File: config.mk
export PLATFORM = sky130hd
export DESIGN_NAME = tcps_scheduler
export DESIGN_NICKNAME = d
export VERILOG_FILES = /design/src/tcps_pkg.sv /design/src/tcps_alarm_if.sv /design/src/tcps_alarm.sv /design/src/tcps_scheduler.sv
export SDC_FILE = /design/constraint.sdc
export NUM_CORES = 1
export LEC_CHECK = 0
export ABC_AREA = 1
export BUFFER_PORTS_ARGS = -buffer_cell sky130_fd_sc_hd__clkbuf_2
export CAP_MARGIN = 10
export CORE_AREA = 3 3 98 100
export CTS_BUF_LIST = sky130_fd_sc_hd__clkbuf_8
export DETAILED_ROUTE_END_ITERATION = 10
export DIE_AREA = 0 0 101 103
export PLACE_DENSITY = 0.71
export SLEW_MARGIN = 20
export SYNTH_ARGS = -nofsm -noshare
export SYNTH_HDL_FRONTEND = slang
export SYNTH_SLANG_ARGS = --single-unit
export TNS_END_PERCENT = 10
File: constraint.sdc
create_clock -name ref_clk -period 3.6 [get_ports ref_clk]
set_input_delay 0.18 -clock ref_clk [delete_from_list [all_inputs] [get_ports ref_clk]]
set_output_delay 0.18 -clock ref_clk [all_outputs]
set_load 0.01 [all_outputs]
File: src/tcps_pkg.sv
// Purpose: constants for the temperature conversion power scheduler
// Assumes: 25 MHz reference clock, register port with one-cycle read latency
// Notes:   register indices are byte offsets of a plain port
package tcps_pkg;
  localparam int CLK_HZ           = 25_000_000;
  localparam int PERIOD_US        = 400;
  localparam int POWERUP_US       = 4;
  localparam int CONV_US          = 40;
  localparam int PERIOD_CYC       = PERIOD_US * (CLK_HZ / 1_000_000);
  localparam int POWERUP_CYC      = POWERUP_US * (CLK_HZ / 1_000_000);
  localparam int CONV_CYC         = CONV_US * (CLK_HZ / 1_000_000);

  localparam logic [2:0] ADDR_RESULT  = 3'h0;
  localparam logic [2:0] ADDR_CFG1    = 3'h1;
  localparam logic [2:0] ADDR_HYST    = 3'h2;
  localparam logic [2:0] ADDR_TRIP    = 3'h3;
  localparam logic [2:0] ADDR_CFG2    = 3'h4;
  localparam logic [2:0] ADDR_STATUS  = 3'h5;

  localparam logic [7:0] TRIP_RESET   = 8'h55;
  localparam logic [7:0] HYST_RESET   = 8'h4B;
  localparam logic [7:0] CFG_RESET    = 8'h00;
  localparam logic [2:0] PTR_RESET    = ADDR_RESULT;

  localparam int SHUTDOWN_POS     = 0;
  localparam int BEHAVIOUR_POS    = 1;
  localparam int POLARITY_POS     = 2;
  localparam int FAULT_LO_POS     = 3;
  localparam int FAULT_HI_POS     = 4;
  localparam int PINMODE_POS      = 7;

  typedef enum logic [3:0] {
    ST_IDLE    = 4'b0001,
    ST_CONVERT = 4'b0010,
    ST_POWERUP = 4'b0100,
    ST_DOWN    = 4'b1000
  } tcps_state_t;
endpackage

File: src/tcps_alarm_if.sv
`timescale 1ns/1ps
// Purpose: carries conversion results from scheduler to alarm logic
// Assumes: single clock
// Notes:   none
interface tcps_alarm_if;
  logic       resultValid;
  logic [7:0] result;
  logic [7:0] tripLimit;
  logic [7:0] hystLimit;
  logic [7:0] cfg1;
  logic       readClear;
  logic       alarmActive;
  modport sched (output resultValid, output result, output tripLimit, output hystLimit,
                 output cfg1, output readClear, input alarmActive);
  modport alarm (input resultValid, input result, input tripLimit, input hystLimit,
                 input cfg1, input readClear, output alarmActive);
endinterface

File: src/tcps_alarm.sv
`timescale 1ns/1ps
// Purpose: fault queue and alarm behaviour
// Assumes: results arrive as one-cycle strobes
// Notes:   alarmActive is the logical level before polarity
module tcps_alarm
  import tcps_pkg::*;
(
  input  wire logic  ref_clk,
  input  wire logic  rst_n,
  tcps_alarm_if.alarm al
);
  logic [2:0] faultCount;
  logic       alarm;
  logic       armedHot;

  wire        isHot    = al.result > al.tripLimit;
  wire        isCold   = al.result < al.hystLimit;
  wire        latched  = al.cfg1[BEHAVIOUR_POS];
  wire        shutdown = al.cfg1[SHUTDOWN_POS];
  wire [1:0]  faultSel = {al.cfg1[FAULT_HI_POS], al.cfg1[FAULT_LO_POS]};
  wire [2:0]  faultNeed = (faultSel == 2'h0) ? 3'h1 : (faultSel == 2'h1) ? 3'h2 :
                          (faultSel == 2'h2) ? 3'h4 : 3'h6;
  // fault is the excursion the alarm currently looks for
  wire        fault    = latched ? (armedHot ? isHot : isCold) : (alarm ? isCold : isHot);
  wire        queueHit = fault && (faultCount + 3'h1 >= faultNeed);

  assign al.alarmActive = alarm;

  always_ff @(posedge ref_clk) begin
    if (!rst_n || shutdown) begin
      faultCount <= 3'h0;
      alarm      <= 1'b0;
      armedHot   <= 1'b1;
    end else begin
      if (al.resultValid) begin
        faultCount <= (fault && !queueHit) ? faultCount + 3'h1 : 3'h0;
      end
      if (latched) begin
        if (al.resultValid && queueHit) begin
          alarm    <= 1'b1;
          armedHot <= !armedHot;
        end else if (al.readClear) begin
          alarm <= 1'b0;
        end
      end else if (al.resultValid && queueHit) begin
        alarm <= !alarm;
      end
    end
  end

  shutdown_clears_a: assert property (@(posedge ref_clk) disable iff (!rst_n)
    $rose(shutdown) |=> !alarm) else $error("alarm not cleared by shutdown");
  one_fault_a: assert property (@(posedge ref_clk) disable iff (!rst_n)
    (faultSel == 2'h0 && !latched && !alarm && !shutdown && al.resultValid && isHot) |=> alarm)
    else $error("single fault did not set alarm");
endmodule

File: src/tcps_scheduler.sv
// Implementation choices: the address map and the address-and-strobe port.
`timescale 1ns/1ps
// Purpose: conversion scheduling and power-mode control
// Assumes: serial framing decoded outside; stopCond marks stop or repeated start
// Notes:   conversion result comes from an external converter via convDone
module tcps_scheduler
  import tcps_pkg::*;
#(
  parameter int PERIOD_CYCLES  = PERIOD_CYC,
  parameter int POWERUP_CYCLES = POWERUP_CYC
)(
  input  wire logic       ref_clk,
  input  wire logic       rst_n,
  input  wire logic [2:0] regAddr,
  input  wire logic [7:0] regWdata,
  input  wire logic       regWrite,
  input  wire logic       regRead,
  output logic      [7:0] regRdata,
  input  wire logic       stopCond,
  input  wire logic       convert_start_pin,
  input  wire logic       convDone,
  input  wire logic [7:0] convResult,
  input  wire logic       porLoaded,
  output logic            convStart,
  output logic            convAbort,
  output logic            trackHold,
  output logic            fullPowerDown,
  output logic            over_temp_alarm_out_o,
  output logic            over_temp_alarm_out_oe
);
  // ****************************************
  // registers
  // ****************************************
  logic [7:0]  result;
  logic [7:0]  tripLimit;
  logic [7:0]  hystLimit;
  logic [7:0]  cfg1;
  logic [7:0]  cfg2;
  logic [2:0]  pointer;
  logic        defaultsOk;
  logic        pendingStart;
  logic        wakeOnce;
  logic [1:0]  pinSync;
  logic        pinPrev;
  logic        pinHeldLong;
  logic [15:0] periodCnt;
  logic [15:0] powerupCnt;
  logic [15:0] convCnt;
  tcps_state_t state;
  tcps_state_t next_state;

  tcps_alarm_if al ();

  wire shutdown   = cfg1[SHUTDOWN_POS];
  wire pinMode    = cfg2[PINMODE_POS];
  wire pinLevel   = pinSync[1];
  wire pinRise    = pinLevel && !pinPrev;
  wire pinFall    = !pinLevel && pinPrev;
  wire resultRead = regRead && regAddr == ADDR_RESULT;
  wire periodDone = periodCnt == 16'(PERIOD_CYCLES - 1);
  wire powerupDone = powerupCnt == 16'(POWERUP_CYCLES - 1);
  wire converting = state == ST_CONVERT;
  wire convEnd    = converting && convDone;
  wire cfgWrite   = regWrite && regAddr == ADDR_CFG1;
  // start request under normal cadence
  wire periodicGo = defaultsOk && !shutdown && !pinMode && periodDone;
  wire pinGo      = (pinHeldLong && pinFall) || (powerupDone && !pinLevel);
  wire readGo     = pendingStart && stopCond;

  // ****************************************
  // conversion state machine
  // ****************************************
  always_comb begin
    next_state = state;
    unique case (state)
      ST_IDLE: begin
        if (!defaultsOk) begin
          next_state = ST_IDLE;
        end else if (pinMode && pinRise) begin
          next_state = ST_POWERUP;
        end else if (!pinMode && (readGo || periodicGo || (shutdown && wakeOnce))) begin
          next_state = ST_CONVERT;
        end else if (shutdown) begin
          next_state = ST_DOWN;
        end
      end
      ST_POWERUP: begin
        if (pinGo) begin
          next_state = ST_CONVERT;
        end
      end
      ST_CONVERT: begin
        if (resultRead && !pinMode) begin
          next_state = ST_IDLE;
        end else if (convDone) begin
          next_state = (shutdown || (pinMode && !pinLevel)) ? ST_DOWN : ST_IDLE;
        end
      end
      ST_DOWN: begin
        if (pinMode && pinRise) begin
          next_state = ST_POWERUP;
        end else if (!pinMode && (wakeOnce || !shutdown)) begin
          next_state = ST_IDLE;
        end
      end
    endcase
  end

  always_ff @(posedge ref_clk) begin
    if (!rst_n) begin
      state <= ST_IDLE;
    end else begin
      state <= next_state;
    end
  end

  // start decision, so the cadence counts from the edge that launches convStart
  wire startNow = next_state == ST_CONVERT && state != ST_CONVERT;

  // ****************************************
  // timebase counters
  // ****************************************
  always_ff @(posedge ref_clk) begin
    if (!rst_n || startNow || pinMode || shutdown) begin
      periodCnt <= 16'h0000;
    end else if (!periodDone) begin
      periodCnt <= periodCnt + 16'h0001;
    end
  end

  always_ff @(posedge ref_clk) begin
    if (!rst_n || state != ST_POWERUP) begin
      powerupCnt <= 16'h0000;
    end else if (!powerupDone) begin
      powerupCnt <= powerupCnt + 16'h0001;
    end
  end

  always_ff @(posedge ref_clk) begin
    if (!rst_n || state != ST_POWERUP) begin
      pinHeldLong <= 1'b0;
    end else if (powerupDone && pinLevel) begin
      pinHeldLong <= 1'b1;
    end
  end

  always_ff @(posedge ref_clk) begin
    if (!rst_n || !converting) begin
      convCnt <= 16'h0000;
    end else begin
      convCnt <= convCnt + 16'h0001;
    end
  end

  // ****************************************
  // pin synchroniser
  // ****************************************
  always_ff @(posedge ref_clk) begin
    if (!rst_n) begin
      pinSync <= 2'b00;
      pinPrev <= 1'b0;
    end else begin
      pinSync <= {pinSync[0], convert_start_pin};
      pinPrev <= pinSync[1];
    end
  end

  // ****************************************
  // read and wake requests
  // ****************************************
  always_ff @(posedge ref_clk) begin
    if (!rst_n) begin
      pendingStart <= 1'b0;
      wakeOnce     <= 1'b0;
    end else begin
      if (resultRead && !shutdown && !pinMode && defaultsOk) begin
        pendingStart <= 1'b1;
      end else if (readGo || state == ST_CONVERT) begin
        pendingStart <= 1'b0;
      end
      if (regWrite && shutdown && !pinMode && !(regAddr == ADDR_CFG1 && !regWdata[SHUTDOWN_POS])) begin
        wakeOnce <= 1'b1;
      end else if (convStart) begin
        wakeOnce <= 1'b0;
      end
    end
  end

  // ****************************************
  // register file
  // ****************************************
  always_ff @(posedge ref_clk) begin
    if (!rst_n) begin
      pointer    <= PTR_RESET;
      tripLimit  <= TRIP_RESET;
      hystLimit  <= HYST_RESET;
      cfg1       <= CFG_RESET;
      cfg2       <= CFG_RESET;
      defaultsOk <= 1'b0;
      result     <= 8'h00;
    end else begin
      if (porLoaded) begin
        defaultsOk <= 1'b1;
      end else if (regWrite && regAddr == ADDR_TRIP) begin
        defaultsOk <= 1'b1;
      end
      if (regWrite) begin
        pointer <= regAddr;
      end
      if (regWrite && regAddr == ADDR_TRIP) begin
        tripLimit <= regWdata;
      end
      if (regWrite && regAddr == ADDR_HYST) begin
        hystLimit <= regWdata;
      end
      if (cfgWrite) begin
        cfg1 <= regWdata;
      end
      if (regWrite && regAddr == ADDR_CFG2) begin
        cfg2 <= regWdata;
      end
      if (convEnd && !(resultRead && !pinMode)) begin
        result <= convResult;
      end
    end
  end

  // read mux works in every power state
  wire [7:0] statusWord = {4'h0, state};
  wire [7:0] readMux    = (regAddr == ADDR_RESULT) ? result :
                          (regAddr == ADDR_CFG1)   ? cfg1 :
                          (regAddr == ADDR_HYST)   ? hystLimit :
                          (regAddr == ADDR_TRIP)   ? tripLimit :
                          (regAddr == ADDR_CFG2)   ? cfg2 :
                          (regAddr == ADDR_STATUS) ? statusWord : 8'h00;

  always_ff @(posedge ref_clk) begin
    if (!rst_n) begin
      regRdata <= 8'h00;
    end else begin
      regRdata <= regRead ? readMux : 8'h00;
    end
  end

  // ****************************************
  // outputs
  // ****************************************
  always_ff @(posedge ref_clk) begin
    if (!rst_n) begin
      convStart     <= 1'b0;
      convAbort     <= 1'b0;
      trackHold     <= 1'b0;
      fullPowerDown <= 1'b0;
    end else begin
      convStart     <= startNow;
      convAbort     <= converting && resultRead && !pinMode;
      trackHold     <= next_state == ST_CONVERT;
      fullPowerDown <= next_state == ST_DOWN;
    end
  end

  assign al.resultValid = convEnd && !(resultRead && !pinMode);
  assign al.result      = convResult;
  assign al.tripLimit   = tripLimit;
  assign al.hystLimit   = hystLimit;
  assign al.cfg1        = cfg1;
  assign al.readClear   = regRead;

  tcps_alarm u_alarm (
    .ref_clk (ref_clk),
    .rst_n   (rst_n),
    .al      (al)
  );

  // open drain: drive low when the pin should read low
  wire alarmLevel = al.alarmActive ^ !cfg1[POLARITY_POS];
  always_ff @(posedge ref_clk) begin
    if (!rst_n) begin
      over_temp_alarm_out_o  <= 1'b0;
      over_temp_alarm_out_oe <= 1'b0;
    end else begin
      over_temp_alarm_out_o  <= 1'b0;
      over_temp_alarm_out_oe <= !alarmLevel;
    end
  end

  // ****************************************
  // checks
  // ****************************************
  halted_in_shutdown_a: assert property (@(posedge ref_clk) disable iff (!rst_n)
    (shutdown && !wakeOnce && !pinMode && state == ST_DOWN) |=> !convStart)
    else $error("conversion started in shutdown");
  no_start_unloaded_a: assert property (@(posedge ref_clk) disable iff (!rst_n)
    !defaultsOk |-> !convStart) else $error("conversion without defaults");
  abort_on_read_a: assert property (@(posedge ref_clk) disable iff (!rst_n)
    (converting && resultRead && !pinMode) |=> convAbort && state == ST_IDLE)
    else $error("read did not abort conversion");
  restart_at_stop_a: assert property (@(posedge ref_clk) disable iff (!rst_n)
    (state == ST_IDLE && readGo && defaultsOk) |=> state == ST_CONVERT ##0 convStart)
    else $error("no restart at stop");
  powerup_hold_a: assert property (@(posedge ref_clk) disable iff (!rst_n)
    (state == ST_IDLE && pinMode && pinRise && defaultsOk) |=> state == ST_POWERUP [*2])
    else $error("power-up interval too short");
  pin_only_a: assert property (@(posedge ref_clk) disable iff (!rst_n)
    (pinMode && state == ST_IDLE && !pinRise) |=> state != ST_CONVERT)
    else $error("conversion outside pin control");
  read_answers_a: assert property (@(posedge ref_clk) disable iff (!rst_n)
    (regRead && regAddr == ADDR_TRIP) |=> regRdata == $past(tripLimit))
    else $error("register read wrong in any mode");
  periodic_start_a: assert property (@(posedge ref_clk) disable iff (!rst_n)
    (state == ST_IDLE && periodicGo) |=> state == ST_CONVERT)
    else $error("periodic conversion missed");
  cover_periodic: cover property (@(posedge ref_clk) state == ST_IDLE ##1 state == ST_CONVERT);
  cover_abort: cover property (@(posedge ref_clk) convAbort);
  cover_pin: cover property (@(posedge ref_clk) state == ST_POWERUP ##1 state == ST_CONVERT);
endmodule

# ---- After elaboration in Yosys (flattened, before gate mapping)
# Cells that the tools add are included.
dict set report word_totals {
  regBits 101
  latch_bits 0
  ram_bits 0
  mem_bits_ro 0
  inputBits 27
  out_inout_bits 14
  n_memories 0
}
dict set report op_classes {
  add_sub_neg 3
  multipliers 0
  div 0
  order_cmp 3
  n_eq_ne 17
  shift 0
  n_mux 34
  bitwise_logic 1
  reduce_logical 69
}
# operator n
set op_table {}
lappend op_table {{4-bit 2-to-1 mux} 11}
lappend op_table {{8-bit 2-to-1 mux} 5}
lappend op_table {{1-bit logical AND} 35}
lappend op_table {{16-bit by 1-bit adder with 16-bit output (second input constant)} 2}
lappend op_table {{16-bit by 14-bit == test with 1-bit output (second input constant)} 1}
lappend op_table {{16-bit by 7-bit == test with 1-bit output (second input constant)} 1}
lappend op_table {{4-bit case mux with 4 select lines} 1}
lappend op_table {{1-bit zero test} 13}
lappend op_table {{1-bit 2-to-1 mux} 13}
lappend op_table {{1-bit logical OR} 11}
lappend op_table {{2-bit nonzero test} 5}
lappend op_table {{3-bit 2-to-1 mux} 3}
lappend op_table {{4-bit by 2-bit == test with 1-bit output (second input constant)} 2}
lappend op_table {{4-bit == test (second input constant)} 2}
lappend op_table {{8-bit > comparator} 1}
lappend op_table {{8-bit less-than comparator} 1}
lappend op_table {{3-bit by 2-bit == test with 1-bit output (second input constant)} 2}
lappend op_table {{3-bit == test (second input constant)} 2}
lappend op_table {{2-bit AND reduction} 3}
lappend op_table {{4-bit by 1-bit == test with 1-bit output (second input constant)} 1}
lappend op_table {{4-bit by 3-bit == test with 1-bit output (second input constant)} 1}
lappend op_table {{4-bit by 2-bit inequality test with 1-bit output (second input constant)} 1}
lappend op_table {{4-bit by 3-bit inequality test with 1-bit output (second input constant)} 1}
lappend op_table {{3-bit by 1-bit adder with 3-bit output (second input constant)} 1}
lappend op_table {{other kinds (8)} 8}

# ---- Logic depth before layout (Yosys ltp)
# Gate-level depths: netlist of the first run.
dict set report logic_depth {
  word_depth 16
  ltp_mapped 16
  depth_no_buf 15
}

# ---- Cells and area by module
# Synthesis of the first run repeated with hierarchy kept, for this count alone.
dict set report hier_totals {
  hier_cells 679
  area_unflattened_um2 4939.7
}
# mod instances cells_per_inst area_per_inst_um2 seq_area_each_um2
set by_module_without_submodules {}
lappend by_module_without_submodules {tcps_scheduler 1 556 4177.8 1921.8}
lappend by_module_without_submodules {tcps_alarm 1 123 762.0 100.1}

# ---- Least setup slack after synthesis of the first run
# Ideal clock, no wire load.
dict set report synth_timing {
  path_type {register -> register}
  start {register tripLimit[3], in the netlist al.tripLimit[3]}
  end {register u_alarm.armedHot}
  t_arrival_ns 1.669
  required_ns 3.473
  setup_slack_ns 1.804
  path_stages_with_launch 11
  n_path_buf 0
  period_less_slack_ns 1.796
  path_cell_list {dfxtp_1 inv_1 ha_1 nand2_1 o21ai_0 a21oi_1 or2_2 o21ai_1 nand3_1 nand2_1 nand3_1}
}
dict set report synth_between {
  elab_chain_cells 6
}
# item line
set synth_rtl {}
lappend synth_rtl {{start, declared} tcps_scheduler.sv:35} ;# logic [7:0] tripLimit;
lappend synth_rtl {{start signal, assigned} tcps_scheduler.sv:211} ;# tripLimit <= regWdata;
lappend synth_rtl {{8-bit > comparator (*)} tcps_alarm.sv:16} ;# wire isHot = al.result > al.tripLimit;
lappend synth_rtl {{1-bit 2-to-1 mux} tcps_alarm.sv:24} ;# wire fault = latched ? (armedHot ? isHot : isCold) : (alarm ? isCold : isHot);
lappend synth_rtl {{1-bit 2-to-1 mux (*)} tcps_alarm.sv:24}
lappend synth_rtl {{1-bit logical AND (*)} tcps_alarm.sv:25} ;# wire queueHit = fault && (faultCount + 3'h1 >= faultNeed);
lappend synth_rtl {{1-bit logical AND (*)} tcps_alarm.sv:39} ;# if (al.resultValid && queueHit) begin
lappend synth_rtl {{2-bit AND reduction (no line) (*)} --}
lappend synth_rtl {{end signal, assigned} tcps_alarm.sv:41} ;# armedHot <= !armedHot;
lappend synth_rtl {{end, declared} tcps_alarm.sv:14} ;# logic armedHot;
# Mark *: on every way between the ends. The rest lies on a longest branch, timed or not.
# A chain may end at the register's enable or synchronous reset.

# ---- Worst setup path in the final report of the first run
dict set report layout_timing {
  start {register state[1]}
  end {register periodCnt[10]}
}
dict set report layout_between {
  elab_chain_cells 10
}
# item line
set layout_rtl {}
lappend layout_rtl {{start, declared} tcps_scheduler.sv:49} ;# tcps_state_t state;
lappend layout_rtl {{start signal, assigned} tcps_scheduler.sv:113} ;# state <= next_state;
lappend layout_rtl {{4-bit 2-to-1 mux} tcps_scheduler.sv:83} ;# end else if (shutdown) begin
lappend layout_rtl {{4-bit 2-to-1 mux} tcps_scheduler.sv:81} ;# end else if (!pinMode && (readGo || periodicGo || (shutdown && wakeOnce))) begin
lappend layout_rtl {{4-bit 2-to-1 mux} tcps_scheduler.sv:79} ;# end else if (pinMode && pinRise) begin
lappend layout_rtl {{4-bit 2-to-1 mux} tcps_scheduler.sv:77} ;# if (!defaultsOk) begin
lappend layout_rtl {{4-bit case mux with 4 select lines} tcps_scheduler.sv:75} ;# unique case (state)
lappend layout_rtl {{4-bit by 2-bit == test with 1-bit output} tcps_scheduler.sv:118} ;# wire startNow = next_state == ST_CONVERT && state != ST_CONVERT;
lappend layout_rtl {{1-bit logical AND (*)} tcps_scheduler.sv:118}
lappend layout_rtl {{1-bit logical OR (*) (3 in a row)} tcps_scheduler.sv:124} ;# if (!rst_n || startNow || pinMode || shutdown) begin
lappend layout_rtl {{end signal, assigned} tcps_scheduler.sv:127} ;# periodCnt <= periodCnt + 16'h0001;
lappend layout_rtl {{end, declared} tcps_scheduler.sv:46} ;# logic [15:0] periodCnt;
# Marked as above.

==> flow_summary.ini, run 1 <==
[status]
status = finished clean

[clock_tree]
cts_tree = built
numCtsBuffers = 9
cts.sinks = 101
htreeDepth = 3
cts.repair.resized = 0
clockBufferDepth = 2
clk_pin_slew_worst_paths_ns = 0.11
insertion_delay_ns = 0.38
cts-root-buf = clkbuf_8

[setup_path]
cp.arrival_ns = 2.41
cp_cell_sequence = inv_1, nor2_1, nand2_1, nor2_1, nand2_4, inv_4, nand2_2, nand2_1, a21oi_2, nand2_1, nor2_2, nand3_2, nand2_4, nor2_1
cpPeakStageDelay_ns = 0.41
reg2reg_depth = 14
worstSetupPathType = reg2reg
crit_path_start_kind = register
crit_fanout = 17
cp.depth = 14
cp_top_family = simple AND/OR/NAND/NOR gates
crit_buf_inv = 2
cp.required_ns = 3.91
crit_slowest_cell = dfxtp_1
end_kind = register

[power]
p_comb_frac = 0.085
p_switching_mw = 0.577
seqPwrFrac = 0.561
p_clk_frac = 0.354
pwr_density_cell_nw_per_um2 = 384
switching_share = 0.281
ir_worst_vdd_mv = 0.205
leakagePower_nw = 2.24
p_int_mw = 1.47

[synthesis]
yosys_warnings = 0
syn_inst = 663
synthArstFlopShare = 0
synth_cell_types = 40
synth_fp_nets = 711
synthFlopType = dfxtp_1
yosysSeqAreaShare = 0.416
synth_edf_count = 0
netlist_area_um2 = 4860
avgSynthCellArea_um2 = 7.33
synth-seq-cells = 101

[die]
die_h_um = 103
dieArea_um2 = 10400
num_rows = 34
core-area_um2 = 8760
io_pins = 41
fp.dieW_um = 101
start_util = 0.554

[global_route]
grt_first_pass_wirelength_um = 19300
grt_max_degree = 44
grt_pass1_vias = 4178
antenna_found_initial = 0
grt_use_total = 0.233
grt_overflow = 0

[sta]
fmax_ghz = 0.475
finalSetupViolations = 0
skew_ns = 0.0171
worstMarginPinSlew_ns = 0.628
period_needed_ns = 2.10
slew_headroom = 0.580
slew_viol_final = 0
fin_crit_sh = 0.585
holdWs_ns = 0.0887
totalNegativeSetupSlack_ns = 0
hold_viol_final = 0
rsz0062_at_grt = no

[route]
drtPass1Iterations = 7
wl_per_cell_um = 14.3
antenna_left = 0
wirelength_um = 11600
vias = 4370
via_per_inst = 5.35
drc = 0
drtIter0Drc = 278

[placement]
portBuffers = 39
dp_hpwl_um = 8850
gp_congestion = 0.927

[cells_and_area]
diodes = 0
final_nets = 752
drive_gt1_frac = 0.114
area_delta_synth_final_pct = 9.99
final_common_cell = nor2_1
layout_common_cells = 105 x nor2_1, 101 x dfxtp_1, 95 x nand2_1
seq_area_um2 = 2020
multiInputGateArea_um2 = 2400
nFillCells = 849

[run]
cap_violations = 0

[min_path]
worstHoldPathCells = 3
hold_class = in2reg
-- kinds of logic (layout without fill, tap and decap cells) --
group	after synthesis	count (layout)	synth area share
other	1	1	0.000772
AOI/OAI and AO/OA	143	143	0.163
DFF	101	101	0.416
and+or+nand+nor	270	270	0.244
adders and majority gates	21	21	0.0541
xor gates and xnor gates	17	17	0.0307
muxes	1	1	0.00206
buffers and inverters	109	155	0.0889
-- cells in the mapped netlist (2+ instances only) --
cell / count / area [um^2]
nor4_1: 2 / 12.5
clkbuf_1: 9 / 33.8
nand3_1: 26 / 130
nand3b_1: 2 / 15.0
nand4_1: 10 / 62.6
nor2_2: 12 / 75.1
nor2_1: 105 / 394
o211ai_1: 4 / 30.0
o22ai_1: 5 / 31.3
nand2_4: 2 / 22.5
clkinv_1: 3 / 11.3
inv_1: 93 / 349
or2_2: 4 / 25.0
o21a_1: 3 / 22.5
ha_1: 21 / 263
nand2_1: 95 / 357
a31oi_1: 6 / 37.5
xnor2_1: 5 / 43.8
o221ai_1: 9 / 78.8
a21oi_1: 58 / 290
nor3_1: 7 / 35.0
dfxtp_1: 101 / 2020
xor2_1: 12 / 105
o21ai_0: 53 / 265
-- through the flow --
| stage | util | power, mW | area, um^2 | cells | worst slack [ns] |
|---|---|---|---|---|---|
| after floorplan | - | 1.28 | 4860 | 663 | 1.80 |
| after global placement | 0.586 | 1.34 | 5130 | 800 | 1.50 |
| after detailed placement | 0.586 | 1.35 | 5130 | 800 | 1.41 |
| after CTS | 0.610 | 2.07 | 5340 | 817 | 1.50 |
| after global routing | 0.610 | 2.14 | 5340 | 817 | 1.22 |
| final | 0.610 | 2.05 | 5340 | 817 | 1.50 |
-- flip-flops by register name, summed over array words and instances (netlist names), 2 cells and up --
| name | flops |
|---|---|
| pinSync | 2 |
| periodCnt | 16 |
| cfg2 | 8 |
| result | 8 |
| regRdata | 8 |
| al.cfg1 | 8 |
| al.tripLimit | 8 |
| u_alarm.faultCount | 3 |
| powerupCnt | 16 |
| al.hystLimit | 8 |
| state | 4 |
-- layout make-up --
cell class,count,area share
Multi-Input combinational cell,453,0.450
Sequential cell,101,0.378
Inverter,98,0.0693
Timing Repair Buffer,41,0.0398
Tap cell,108,0.0253
Clock buffer,9,0.0232
Clock inverter,7,0.0141
-- worst register-to-register path: stages (launching register included) --
cell and delay, ns:
dfxtp_1 0.41, inv_1 0.10, nor2_1 0.15, nand2_1 0.19, nor2_1 0.22, nand2_4 0.16
inv_4 0.14, nand2_2 0.05, nand2_1 0.07, a21oi_2 0.04, nand2_1 0.10, nor2_2 0.05
nand3_2 0.09, nand2_4 0.16, nor2_1 0.13
-- worst paths after layout --
kind	start	slack, ns	end
hold / removal	porLoaded	0.09	defaultsOk
setup / recovery	state[1]	1.50	periodCnt[10]
hold reg to reg	pinSync[0]	0.44	pinSync[1]
setup reg to reg	state[1]	1.50	periodCnt[10]
-- metal layers --
layer  share of wire  vias up  track usage
li1                -     2245            -
met1            0.44     1982        0.284
met2            0.49      121        0.418
met3           0.056       22       0.0474
met4           0.020        0       0.0695
met5               0        -            0
-- power by group through the flow --
stage               Combinational (mW)  Clock, mW  Sequential (mW)
floorplan                        0.111          0             1.17
global placement                 0.166          0             1.17
detailed placement               0.171          0             1.18
CTS                              0.173      0.744             1.15
global route                     0.196      0.787             1.15
finish                           0.174      0.725             1.15
-- what timing repair did --
item / in CTS / in global routing
hold buffers: 1 / 0
setup buffers: 0 / 0
hold endpoints to repair: 1 / 0
Note: power is estimated with default switching activity, not from simulation.
==> run 2: changes to the inputs <==
--- a/config.mk
+++ b/config.mk
@@ -12,7 +12,7 @@
 export CTS_BUF_LIST = sky130_fd_sc_hd__clkbuf_8
 export DETAILED_ROUTE_END_ITERATION = 10
 export DIE_AREA = 0 0 101 103
-export PLACE_DENSITY = 0.71
+export PLACE_DENSITY = 0.74
 export SLEW_MARGIN = 20
 export SYNTH_ARGS = -nofsm -noshare
 export SYNTH_HDL_FRONTEND = slang
==> constraint.sdc (replaced) <==
create_clock -name ref_clk -period 1.83 [get_ports ref_clk]
set_input_delay 0.0915 -clock ref_clk [delete_from_list [all_inputs] [get_ports ref_clk]]
set_output_delay 0.0915 -clock ref_clk [all_outputs]
set_load 0.01 [all_outputs]
==> flow_summary.ini, run 2 (same netlist as run 1, synthesis figures left out) <==
[run]
cap_violations = 0

[sta]
slew_viol_final = 0
finalSetupViolations = 0
holdWs_ns = 0.0305
fmax_ghz = 0.559
worstMarginPinSlew_ns = 0.557
setup_slack_ns = 0.0405
hold_viol_final = 0
slew_headroom = 0.628
fin_crit_sh = 0.978
skew_ns = 0.0122
period_needed_ns = 1.79
rsz0062_at_grt = yes

[die]
core-area_um2 = 8760
die_h_um = 103
dieArea_um2 = 10400
fp.dieW_um = 101
start_util = 0.554
num_rows = 34
io_pins = 41

[cells_and_area]
nFillCells = 734
final_common_cell = nor2_1
drive_gt1_frac = 0.266
stdcell_area_um2 = 5930
layout_common_cells = 87 x nor2_1, 84 x nand2_1, 83 x inv_1
top_regs = periodCnt (16), powerupCnt (16)
final_nets = 795
diodes = 0
area_delta_synth_final_pct = 22.2

[global_route]
grt_max_degree = 44
grt_use_total = 0.232
top_usage_layer = met2
grtUsageMet3 = 0.0535
grt_pass1_vias = 4321
antenna_found_initial = 0
grt_overflow = 0
grtUsageMet2 = 0.403
grt_first_pass_wirelength_um = 19300
grt.met1_usage = 0.277

[setup_path]
reg2reg_depth = 14
cp_top_family = simple AND/OR/NAND/NOR gates
crit_fanout = 8
r2r-end = periodCnt[5]
cpPeakStageDelay_ns = 0.37
crit_path_start_kind = register
r2r-start = periodCnt[5]
critical_path.most_common_cell = nand2_2
worstSetupPathType = reg2reg
rrSetupSlack_ns = 0.04
worstSetupEndpoint = periodCnt[5]
end_kind = register
cp_cell_sequence = nor2_1, nand2_2, nor2_1, nand3_1, nand2_1, nand2_2, nand2_1, nand2_1, nand2_2, nand2_2, nor2_4, nand3_4, nand2_8, nor2_2
crit_path_start = periodCnt[5]
cp.arrival_ns = 2.05
cp.required_ns = 2.09
cp.depth = 14
crit_buf_inv = 0
crit_slowest_cell = dfxtp_1

[power]
pwr_density_cell_nw_per_um2 = 671
ir_worst_vdd_mv = 0.380
power_mw = 3.98
leakagePower_nw = 2.46

[route]
drtPass1Iterations = 5
wl_per_cell_um = 14.5
vias = 4694
via_per_inst = 5.46
drtIter0Drc = 269
wirelength_um = 12400
antenna_left = 0
drc = 0

[status]
status = finished clean

[clock_tree]
htreeDepth = 3
numCtsBuffers = 9
clk_pin_slew_worst_paths_ns = 0.09
clockBufferDepth = 2
cts-root-buf = clkbuf_8
insertion_delay_ns = 0.37
cts_tree = built
cts.sinks = 101

[placement]
dp_hpwl_um = 8910
place_area_um2 = 5390
portBuffers = 39
gp_congestion = 0.947
preCtsSetupSlack_ns = -0.0555

[min_path]
hold_class = in2reg
-- run 2: worst min path at each step --
| stage | startpoint | to | slack, ns | cells past startpoint |
|---|---|---|---|---|
| floorplan | convert_start_pin | pinSync[0] | 0.19 | 2 |
| global placement | convert_start_pin | pinSync[0] | 0.29 | 3 |
| detailed placement | convert_start_pin | pinSync[0] | 0.29 | 3 |
| CTS | porLoaded | defaultsOk | 0.01 | 3 |
| global route | regWdata[2] | al.tripLimit[2] | 0.03 | 3 |
| finish | porLoaded | defaultsOk | 0.03 | 3 |
-- run 2: final cells by class --
cell class,count,area (um^2),share of cell area
clock inverter,6,46.3,0.00780
multi-input combinational,454,2670,0.450
tap,108,135,0.0228
sequential,101,2050,0.346
inverter,98,370,0.0624
timing repair buffer,83,534,0.0900
clock buffer,9,124,0.0209
-- run 2: routing by layer --
layer,share of wire,up-vias
met5,0,-
met4,0.031,0
met3,0.061,36
met2,0.49,167
met1,0.42,2152
li1,-,2339
-- run 2: timing repair --
item,in CTS,in global routing
gates resized for setup,6,86
endpoints found under the hold margin,2,0
hold buffers,2,0
buffers inserted,0,7
pin swaps,0,21
cloned,0,1
endpoints found under the setup margin,21,31
-- run 2: report_power, final --
part,internal (mW),switching (mW)
combinational,0.159,0.260
clock,0.502,0.794
sequential,2.24,0.0251
total,2.90,1.08
-- run 2: tightest hold or removal path, cell delays in order --
cell and delay [ns]:
clkbuf_2 0.10, nor2_1 0.05, a21oi_1 0.12
-- run 2: stage by stage --
step / TNS, ns / util / cells
final: 0 / 0.677 / 859
after CTS: 0 / 0.639 / 851
after global placement: -0.0225 / 0.615 / 834
after floorplan: 0 / - / 663
after global routing: -1.06 / 0.677 / 859
after detailed placement: -0.0970 / 0.615 / 834
